===== config.mk =====
export PLATFORM = sky130hd
export DESIGN_NAME = dioc_top
export DESIGN_NICKNAME = d
export VERILOG_FILES = /design/src/dioc_pkg.sv /design/src/dioc_fifo.sv /design/src/dioc_top.sv
export SDC_FILE = /design/constraint.sdc
export NUM_CORES = 2
export LEC_CHECK = 0
export BUFFER_PORTS_ARGS = -buffer_cell sky130_fd_sc_hd__buf_2
export CAP_MARGIN = 0
export CORE_ASPECT_RATIO = 0.6
export CORE_MARGIN = 2
export CORE_UTILIZATION = 35
export DETAILED_ROUTE_END_ITERATION = 10
export PLACE_DENSITY = 0.6
export SKIP_CTS_REPAIR_TIMING = 1
export SLEW_MARGIN = 5
export SYNTH_ARGS = -nofsm -noshare
export SYNTH_HDL_FRONTEND = slang
export SYNTH_SLANG_ARGS = --single-unit
export TNS_END_PERCENT = 30

===== constraint.sdc =====
create_clock -name mclk -period 5.5 [get_ports mclk]
set_input_delay 0.55 -clock mclk [delete_from_list [all_inputs] [get_ports mclk]]
set_output_delay 0.55 -clock mclk [all_outputs]
set_load 0.05 [all_outputs]

===== src/dioc_pkg.sv =====
// Shared constants and types for the digital I/O capture block
package dioc_pkg;
    localparam int WIDE_LINES   = 32;
    localparam int NARROW_LINES = 8;
    localparam int ALL_LINES    = 40;
    localparam int NARROW_BASE  = 32;
    localparam int DIV_WIDTH    = 16;
    localparam int CNT_WIDTH    = 32;
    localparam int FIFO_DEPTH   = 8;
    localparam int FIFO_AW      = 3;
    localparam logic [DIV_WIDTH-1:0] DIV_RESET   = 16'h0002;
    localparam logic [DIV_WIDTH-1:0] DELAY_RESET = 16'h0002;
    localparam int CLK_MHZ      = 200;
    localparam int TIMEBASE_MHZ = 100;
    localparam int TB_RATIO     = CLK_MHZ / TIMEBASE_MHZ;
    // Line function codes
    localparam logic [1:0] FN_INPUT   = 2'h0;
    localparam logic [1:0] FN_OUTPUT  = 2'h1;
    localparam logic [1:0] FN_CAPTURE = 2'h2;
    // Strobe export select: none
    localparam logic [5:0] EXPORT_NONE = 6'h3f;

    typedef enum logic [4:0] {
        ST_IDLE  = 5'b00001,
        ST_DELAY = 5'b00010,
        ST_RUN   = 5'b00100,
        ST_POST  = 5'b01000,
        ST_DONE  = 5'b10000
    } dioc_state_type;
endpackage


===== src/dioc_fifo.sv =====
// Capture FIFO with valid/ready on both sides
`timescale 1ns/1ps
module dioc_fifo #(
    parameter int WIDTH = 32,
    parameter int DEPTH = 8,
    parameter int AW    = 3
) (
    // Clock and reset
    input  wire logic             mclk,
    input  wire logic             reset,
    // Fill side
    input  wire logic             inValid,
    output logic                  inReady,
    input  wire logic [WIDTH-1:0] inData,
    // Drain side
    output logic                  outValid,
    input  wire logic             outReady,
    output logic [WIDTH-1:0]      outData
);
    typedef struct packed {
        logic [DEPTH-1:0][WIDTH-1:0] mem;
        logic [AW-1:0]               rdPtr;
        logic [AW-1:0]               wrPtr;
        logic [AW:0]                 count;
    } dioc_fifo_state_type;

    dioc_fifo_state_type st;
    dioc_fifo_state_type next_st;
    logic                doWrite;
    logic                doRead;

    always_comb
    begin
        next_st = st;
        doWrite = inValid && st.count != (AW+1)'(DEPTH);
        doRead  = outReady && st.count != '0;
        if (doWrite)
        begin
            next_st.mem[st.wrPtr] = inData;
            next_st.wrPtr = st.wrPtr + 1'b1;
        end
        if (doRead)
            next_st.rdPtr = st.rdPtr + 1'b1;
        next_st.count = st.count + (AW+1)'(doWrite) - (AW+1)'(doRead);
    end

    always_ff @(posedge mclk)
    begin
        if (reset)
        begin
            st.rdPtr <= '0;
            st.wrPtr <= '0;
            st.count <= '0;
            st.mem   <= '0;
        end
        else
            st <= next_st;
    end

    assign inReady  = st.count != (AW+1)'(DEPTH);
    assign outValid = st.count != '0;
    assign outData  = st.mem[st.rdPtr];
endmodule


===== src/dioc_top.sv =====
// Digital I/O port with timed waveform capture engine
`timescale 1ns/1ps

////////////////////////////////////////////////////////////////////////////////
// What this block does
// Forty lines split into a 32-line wide and 8-line narrow port.
// Wide line y is function line y; narrow line y is 32+y.
// Every line individually output, static input, or capture (wide only).
// Static reads and writes happen only on single software commands.
// Both ports detect input changes, giving trigger and interrupt pulses.
// Waveform capture exists on the wide port only.
// Capture wide lines on chosen edge, rising or falling, of external strobe.
// Samples enter capture FIFO; a DMA engine drains it to memory.
// Strobe with FIFO full drops the sample and raises overflow.
// Strobe comes from internal divider unless external source selected.
// Strobe exported on any function line is driven inverted.
// Strobe edges are ignored when no acquisition runs.
// Active hold trigger makes strobe edges ignored until released.
// Begin trigger starts engine; finite end stops by hardware or software.
// Configurable delay from begin trigger to first strobe, default two.
// Finite mode takes preset sample count, then stops itself.
// Host uses finite mode whenever the end trigger is used.
// Continuous mode acquires until an explicit stop command.
// Engine accepts begin, end and hold trigger inputs.
// Single-point mode flags when software falls behind the strobe.
// Timebase defaults to onboard 100 MHz, divided to form the strobe.
// Retriggerable begin ignored during a burst, then re-arms.
// Hold trigger is level sensitive with programmable active level.
// End trigger ignored until pretrigger samples are captured.
// Overflow stays set until software clears it.
// Divider counts timebase ticks, pulses at the divisor, restarts.
module dioc_top #(
    parameter int DIV_W = dioc_pkg::DIV_WIDTH,
    parameter int CNT_W = dioc_pkg::CNT_WIDTH
) (
    // Clock and reset
    input  wire logic                        mclk,
    input  wire logic                        reset,
    // Pins: 40 function lines, wide port is bits 31:0
    input  wire logic [39:0]                 pinIn,
    output logic [39:0]                      pinOut,
    output logic [39:0]                      pinOe,
    // Line configuration, two bits per line
    input  wire logic [79:0]                 lineFunction,
    input  wire logic [39:0]                 staticOutValue,
    input  wire logic                        staticWriteCmd,
    input  wire logic                        staticReadCmd,
    output logic [39:0]                      staticInValue,
    output logic                             staticReadDone,
    // Change detection
    input  wire logic [39:0]                 changeEnable,
    output logic                             changeTrigger,
    output logic                             changeInterrupt,
    output logic [39:0]                      changeLines,
    // Timing configuration
    input  wire logic [DIV_W-1:0]            strobeDivisor,
    input  wire logic [DIV_W-1:0]            startDelay,
    input  wire logic                        externalStrobeSel,
    input  wire logic                        externalTimebaseSel,
    input  wire logic                        strobeFallingEdge,
    input  wire logic [5:0]                  strobeExportLine,
    // Mode configuration
    input  wire logic                        finiteMode,
    input  wire logic                        singlePointMode,
    input  wire logic                        retriggerable,
    input  wire logic                        useEndTrigger,
    input  wire logic                        holdActiveLow,
    input  wire logic [CNT_W-1:0]            sampleCount,
    input  wire logic [CNT_W-1:0]            pretriggerCount,
    // Software commands and external sources (off-domain)
    input  wire logic                        softStart,
    input  wire logic                        softStop,
    input  wire logic                        overflowClear,
    input  wire logic                        lateClear,
    input  wire logic                        samplePointRead,
    input  wire logic                        extStrobe,
    input  wire logic                        extTimebase,
    input  wire logic                        beginTrigger,
    input  wire logic                        endTrigger,
    input  wire logic                        holdTrigger,
    // DMA drain side
    output logic                             dmaValid,
    input  wire logic                        dmaReady,
    output logic [31:0]                      dmaData,
    // Status
    output logic                             acquiring,
    output logic                             overflow,
    output logic                             lateFlag
);
    ////////////////////////////////////////////////////////////////////////////
    // State
    typedef struct packed {
        logic [39:0]               sync1;
        logic [39:0]               sync2;
        logic [39:0]               prevIn;
        logic [4:0]                ctlSync1;
        logic [4:0]                ctlSync2;
        logic [4:0]                ctlPrev;
        logic                      tbPhase;
        logic [DIV_W-1:0]          divCount;
        logic [DIV_W-1:0]          delayCount;
        logic [CNT_W-1:0]          taken;
        logic [CNT_W-1:0]          postLeft;
        dioc_pkg::dioc_state_type  fsm;
        logic                      strobeLevel;
        logic                      pendingPoint;
        logic [39:0]               pinOut;
        logic [39:0]               pinOe;
        logic [39:0]               staticIn;
        logic                      readDone;
        logic                      chgTrig;
        logic [39:0]               chgLines;
        logic                      acq;
        logic                      ovf;
        logic                      late;
        logic                      fifoValid;
        logic [31:0]               fifoData;
    } dioc_regs_type;

    dioc_regs_type st;
    dioc_regs_type next_st;

    logic        fifoReady;
    logic        fifoOutValid;
    logic [31:0] fifoOutData;

    // Control bits after two flops: strobe, timebase, begin, end, hold
    logic        extStrobeS;
    logic        extTbS;
    logic        beginS;
    logic        endS;
    logic        holdS;
    logic        tbTick;
    logic        intStrobe;
    logic        strobeEdge;
    logic        holding;
    logic        sampleNow;
    logic        beginEdge;
    logic        endEdge;
    logic        extEdge;
    logic [39:0] change;
    logic [39:0] isOut;
    logic [39:0] isCap;

    assign extStrobeS = st.ctlSync2[0];
    assign extTbS     = st.ctlSync2[1];
    assign beginS     = st.ctlSync2[2];
    assign endS       = st.ctlSync2[3];
    assign holdS      = st.ctlSync2[4];

    genvar g;
    generate
        for (g = 0; g < dioc_pkg::ALL_LINES; g++)
        begin : gLine
            assign isOut[g] = lineFunction[2*g +: 2] == dioc_pkg::FN_OUTPUT;
            // Narrow port lines never capture
            assign isCap[g] = (g < dioc_pkg::WIDE_LINES) &&
                lineFunction[2*g +: 2] == dioc_pkg::FN_CAPTURE;
        end
    endgenerate

    always_comb
    begin
        next_st = st;
        // Two-flop synchronisers on every pin and outside control
        next_st.sync1    = pinIn;
        next_st.sync2    = st.sync1;
        next_st.ctlSync1 = {holdTrigger, endTrigger, beginTrigger,
                            extTimebase, extStrobe};
        next_st.ctlSync2 = st.ctlSync1;
        next_st.ctlPrev  = st.ctlSync2;

        // Timebase tick: 100 MHz from mclk, or external edge
        next_st.tbPhase = (st.tbPhase + 1'b1) == 1'(dioc_pkg::TB_RATIO)
                          ? 1'b0 : st.tbPhase + 1'b1;
        tbTick = externalTimebaseSel ? (extTbS && !st.ctlPrev[1])
                                     : (st.tbPhase == 1'b0);

        // Divider, counting only while engine runs
        intStrobe = 1'b0;
        if (st.fsm == dioc_pkg::ST_IDLE || st.fsm == dioc_pkg::ST_DONE)
            next_st.divCount = '0;
        else if (tbTick && st.fsm != dioc_pkg::ST_DELAY)
        begin
            if (st.divCount + 1'b1 >= strobeDivisor)
            begin
                next_st.divCount = '0;
                intStrobe = 1'b1;
            end
            else
                next_st.divCount = st.divCount + 1'b1;
        end

        // Strobe source and active edge
        extEdge = strobeFallingEdge ? (!extStrobeS && st.ctlPrev[0])
                                    : (extStrobeS && !st.ctlPrev[0]);
        strobeEdge = externalStrobeSel ? extEdge : intStrobe;
        next_st.strobeLevel = externalStrobeSel ? extStrobeS
                            : (intStrobe ? 1'b1 : 1'b0);

        holding   = holdS ^ holdActiveLow;
        beginEdge = (beginS && !st.ctlPrev[2]) || softStart;
        endEdge   = endS && !st.ctlPrev[3];

        // Sample only while running and not held
        sampleNow = strobeEdge && !holding &&
                    (st.fsm == dioc_pkg::ST_RUN ||
                     st.fsm == dioc_pkg::ST_POST);

        next_st.fifoValid = 1'b0;
        if (sampleNow)
        begin
            if (fifoReady)
            begin
                next_st.fifoValid = 1'b1;
                next_st.fifoData  = st.sync2[31:0] & isCap[31:0];
                next_st.taken     = st.taken + 1'b1;
            end
            else
                next_st.ovf = 1'b1;
            if (singlePointMode)
            begin
                if (st.pendingPoint)
                    next_st.late = 1'b1;
                next_st.pendingPoint = 1'b1;
            end
        end
        else if (samplePointRead)
            next_st.pendingPoint = 1'b0;
        if (overflowClear && !(sampleNow && !fifoReady))
            next_st.ovf = 1'b0;
        if (lateClear && !(sampleNow && singlePointMode && st.pendingPoint))
            next_st.late = 1'b0;

        // Acquisition engine
        case (st.fsm)
            dioc_pkg::ST_IDLE:
            begin
                if (beginEdge)
                begin
                    next_st.fsm        = dioc_pkg::ST_DELAY;
                    next_st.delayCount = '0;
                    next_st.taken      = '0;
                end
            end
            dioc_pkg::ST_DELAY:
            begin
                // Begin edges here and later are ignored
                if (tbTick)
                begin
                    if (st.delayCount + 1'b1 >= startDelay)
                        next_st.fsm = dioc_pkg::ST_RUN;
                    else
                        next_st.delayCount = st.delayCount + 1'b1;
                end
            end
            dioc_pkg::ST_RUN:
            begin
                if (useEndTrigger && endEdge &&
                    st.taken >= pretriggerCount)
                begin
                    next_st.fsm      = dioc_pkg::ST_POST;
                    next_st.postLeft = sampleCount - pretriggerCount;
                end
                else if (finiteMode && !useEndTrigger &&
                         next_st.taken >= sampleCount)
                    next_st.fsm = dioc_pkg::ST_DONE;
            end
            dioc_pkg::ST_POST:
            begin
                if (sampleNow && fifoReady)
                    next_st.postLeft = st.postLeft - 1'b1;
                if (st.postLeft == '0)
                    next_st.fsm = dioc_pkg::ST_DONE;
            end
            dioc_pkg::ST_DONE:
            begin
                // Burst over: re-arm when retriggerable
                if (retriggerable)
                    next_st.fsm = dioc_pkg::ST_IDLE;
            end
            default:
                next_st.fsm = dioc_pkg::ST_IDLE;
        endcase
        // Software stop ends any mode, the only end for continuous
        if (softStop)
            next_st.fsm = dioc_pkg::ST_IDLE;
        next_st.acq = next_st.fsm != dioc_pkg::ST_IDLE &&
                      next_st.fsm != dioc_pkg::ST_DONE;

        // Static I/O on single commands only
        next_st.readDone = staticReadCmd;
        if (staticReadCmd)
            next_st.staticIn = st.sync2;
        if (staticWriteCmd)
            next_st.pinOut = staticOutValue;
        next_st.pinOe = isOut;
        // Exported strobe overrides the line, inverted
        if (strobeExportLine < 6'(dioc_pkg::ALL_LINES))
        begin
            next_st.pinOut[strobeExportLine] = !next_st.strobeLevel;
            next_st.pinOe[strobeExportLine]  = 1'b1;
        end

        // Change detection on input lines of both ports
        change = (st.sync2 ^ st.prevIn) & changeEnable & ~isOut;
        next_st.prevIn   = st.sync2;
        next_st.chgTrig  = |change;
        next_st.chgLines = change;
    end

    always_ff @(posedge mclk)
    begin
        if (reset)
        begin
            st          <= '0;
            st.fsm      <= dioc_pkg::ST_IDLE;
        end
        else
            st <= next_st;
    end

    ////////////////////////////////////////////////////////////////////////////
    // Capture FIFO toward the DMA engine
    dioc_fifo #(
        .WIDTH (32),
        .DEPTH (dioc_pkg::FIFO_DEPTH),
        .AW    (dioc_pkg::FIFO_AW)
    ) uFifo (
        .mclk     (mclk),
        .reset    (reset),
        .inValid  (st.fifoValid),
        .inReady  (fifoReady),
        .inData   (st.fifoData),
        .outValid (fifoOutValid),
        .outReady (dmaReady),
        .outData  (fifoOutData)
    );

    assign dmaValid        = fifoOutValid;
    assign dmaData         = fifoOutData;
    assign pinOut          = st.pinOut;
    assign pinOe           = st.pinOe;
    assign staticInValue   = st.staticIn;
    assign staticReadDone  = st.readDone;
    assign changeTrigger   = st.chgTrig;
    assign changeInterrupt = st.chgTrig;
    assign changeLines     = st.chgLines;
    assign acquiring       = st.acq;
    assign overflow        = st.ovf;
    assign lateFlag        = st.late;
endmodule


==> qor.csv <==
metric,value,unit
status,"finished, violations left",
failing checks,setup timing,
CP dominant cell by count,and3_4,
full die area,97700,um2
Post-Synthesis Cells,3864,
number of synthesized flops with an enable pin,0,
Total Wirelength,109200,um
number of global-route vias before repair,26440,
vias per std cell,5.071,
clock latency on the worst-skew pair,670,ps
io pins,524,
Site Rows,87,
top_reg_cell synth,dfxtp_1,
Placed Area,36120,um2
clock-pin slew on the worst setup and hold paths,70,ps
Compound-Gate Fraction of Synth Area,12.20,%
Die Ht,242.9,um
crit path time final,5604,ps
max cap viols,0,
Bufs on Longest Clock Path,3,
Synth Area in XOR/XNOR,3.442,%
Final nets,4617,
CP Capture Type,register,
dpl hpwl,76800,um
Worst Path Arrival,6190,ps
Setup CP Type,register to register,
dpl ws,-412.7,ps
fmax,178.4,MHz
"Async S/R FF share, synth",0,%
average size of a mapped cell,8.617,um2
Worst Setup SP,st[286],
gr usage total,21.75,%
H-tree depth,3,
drt wl/cell,20.02,um
Startpoint Class,register,
hold path startpoint,pinIn[17],
initial antenna violation count,9,
first-pass GRT wire length,163700,um
endpoints failing hold,0,
Core Box Area,94050,um2
reg-to-reg critical path startpoint,st[286],
register area,14040,um2
routability cong.,0.8982,
crit path max-delay cell type,dfxtp_4,
largest family of logic cells by synthesized area,simple AND/OR/NAND/NOR gates,
mapped cell area,33300,um2
CTS Root Cell,clkbuf_16,
Seq cells post-synth,701,
Worst Max-Slew Pin Slew,1192,ps
Post-Layout Cell Count,5454,
# placed instances,5319,
Die X-Extent,402.2,um
design area,38860,um2
Pwr Density,308.8,nW/um2
pin count of the biggest net entering global routing,182,
initial core utilization,35.40,%
PortBufs,523,
CP Max Fanout,3,
routed via count,27660,
multi-input logic area,16990,um2
Post-route DRC,0,
sequential area share after synthesis,42.15,%
Synth Area in Simple Gates,21.17,%
Synth cell types,78,
skew final,27.08,ps
Num CTS Buffers,72,
Layout area overhead,16.71,%
antenna violation net count after detailed routing,0,
# fillers,9457,
Num Clock Sinks,701,
CP required,6090,ps
Crit path largest cell delay,360,ps
layout cell share with drive strength beyond 1,21.11,%
RSZ-0062 raised after global routing,yes,
Slew headroom,20.44,%
Hold WC Path Type,input port to register,
GRT Residual Overflow,0,
1st-iter DRT viols,2328,
post-layout util,41.32,%
adder-cell share of the synthesized area,5.343,%
Slew Limit Fails,0,
leakage power,16.34,nW
CTS tree,built,
Synth Warn #,0,
final worst slack,-104.0,ps
multiplexer share of the synthesized area,8.000,%
Max VDD drop,0.2358,mV
setup violators final,3,
fin crit share,101.9,%
DR pass1 iterations,7,
Min Hold Slack,90.22,ps
Mapped Nets,4330,
==> sequential cells by signal (all words and copies together), names as in the netlist <==
signal	cells
st	180
uFifo.st	266
changeInterrupt	1
beginS	1
next_st	85
staticReadDone	1
extTbS	1
overflow	1
endS	1
extStrobeS	1
staticInValue	40
holdS	1
changeLines	40
acquiring	1
lateFlag	1
pinOe	40
pinOut	40
==> path summary, 6_finish.rpt <==
path / endpoint / slack (ps) / depth (start not counted)
worst min register to register: next_st[340] / 430 / 1
worst max register to register: st[202] / -100 / 29
worst max-delay path: st[202] / -100 / 29
worst min-delay path: next_st[374] / 90 / 2
==> power by group <==
| part | internal (mW) | switching, mW | total (mW) |
|---|---|---|---|
| combinational | 0.551 | 0.837 | 1.39 |
| sequential | 5.19 | 0.153 | 5.34 |
| clock | 2.99 | 2.28 | 5.27 |
==> synthesized netlist by cell type, types with 4 or more instances <==
master	n	area, um2
and3_1	29	181.4
a211oi_1	55	412.9
o21ai_0	106	530.5
nand4b_1	34	297.8
mux4_2	64	1441
or3_1	13	81.33
xnor2_1	39	341.6
nor2b_1	180	1126
o22ai_1	10	62.56
nand4_1	32	200.2
nand2b_1	69	431.7
nand3b_1	18	135.1
o21bai_1	4	30.03
inv_1	124	465.5
ha_1	139	1739
nor2_1	247	927.1
a21o_1	38	285.3
dfxtp_1	701	14030
or4_1	8	60.06
a21oi_1	436	2182
nand2_1	679	2549
nand3_1	75	375.4
mux2_2	33	371.6
o21a_1	9	67.56
nor4_2	6	75.07
buf_1	10	37.54
and3b_1	7	61.31
xor2_1	90	788.3
o31ai_1	8	60.06
a211o_1	4	35.03
nor3b_1	13	97.59
mux2i_1	85	850.8
nor3_1	29	145.1
and4_1	5	43.79
a22oi_1	6	45.04
o211ai_1	9	67.56
buf_2	4	20.02
clkbuf_1	213	799.5
a31oi_1	9	56.30
nor4_1	11	68.82
buf_4	163	1224
==> layout make-up <==
cell class / instances / area share (%)
Multi-Input combinational cell: 2647 / 43.73
Timing Repair Buffer: 605 / 8.487
Clock buffer: 98 / 5.171
Antenna cell: 2 / 0.01288
Inverter: 124 / 1.198
Tap cell: 1246 / 4.012
Sequential cell: 701 / 36.14
Clock inverter: 31 / 1.252
==> metrics by stage <==
stage	TNS (ps)	power [mW]
final	-277.5	12.00
after global routing	-1220	12.47
after CTS	-1425	12.13
after detailed placement	-1205	6.846
after global placement	-890.5	6.836
after floorplan	0	6.435
==> critical path, delay by kind of cell (launching register included) <==
kind / cells / cell delay (ps)
AO/OA/AOI/OAI: 12 / 2380
adder cells (fa/ha/maj): 3 / 670
buffers and inverters: 1 / 180
flip-flops: 1 / 360
AND/OR/NAND/NOR: 11 / 1500
XOR/XNOR: 2 / 430
==> cell usage in the layout (no fill, tap or decap), drive strengths merged, types with 11 or more instances in the layout <==
master  synthesis  layout
xor2           90      90
a21oi         436     436
buf           178     605
nor3b          13      13
nor4           17      17
mux4           64      64
clkbuf        214      98
nand3b         18      18
xnor2          40      40
inv           124     131
nand3          76      76
clkinv          0      13
nand2         680     680
o21ai         106     106
nor2          251     251
nand2b         69      69
nor2b         180     180
mux2i          85      85
nand4b         34      34
dfxtp         701     701
and3           29      29
mux2           33      33
a211oi         55      55
or3            15      15
a21o           38      38
nand4          32      32
nor3           31      31
ha            139     139
o22ai          11      11
==> metal layers <==
layer | up-vias | global-route usage, % | wire length (um)
li1 | 13540 | - | -
met1 | 13160 | 31.69 | 52210
met2 | 828 | 32.51 | 46890
met3 | 127 | 4.408 | 7394
met4 | 2 | 5.683 | 2660
met5 | - | 0 | 13
==> logic make-up (layout without fill, tap and decap cells) <==
logic type,Yosys count,in the layout
AO/OA/AOI/OAI,717,717
XOR/XNOR,130,130
adder cells (fa/ha/maj),141,141
buffers and inverters,516,858
flip-flops,701,701
multiplexers,182,182
other,0,2
AND/OR/NAND/NOR,1477,1477
Power figures use the tool's default switching activity.
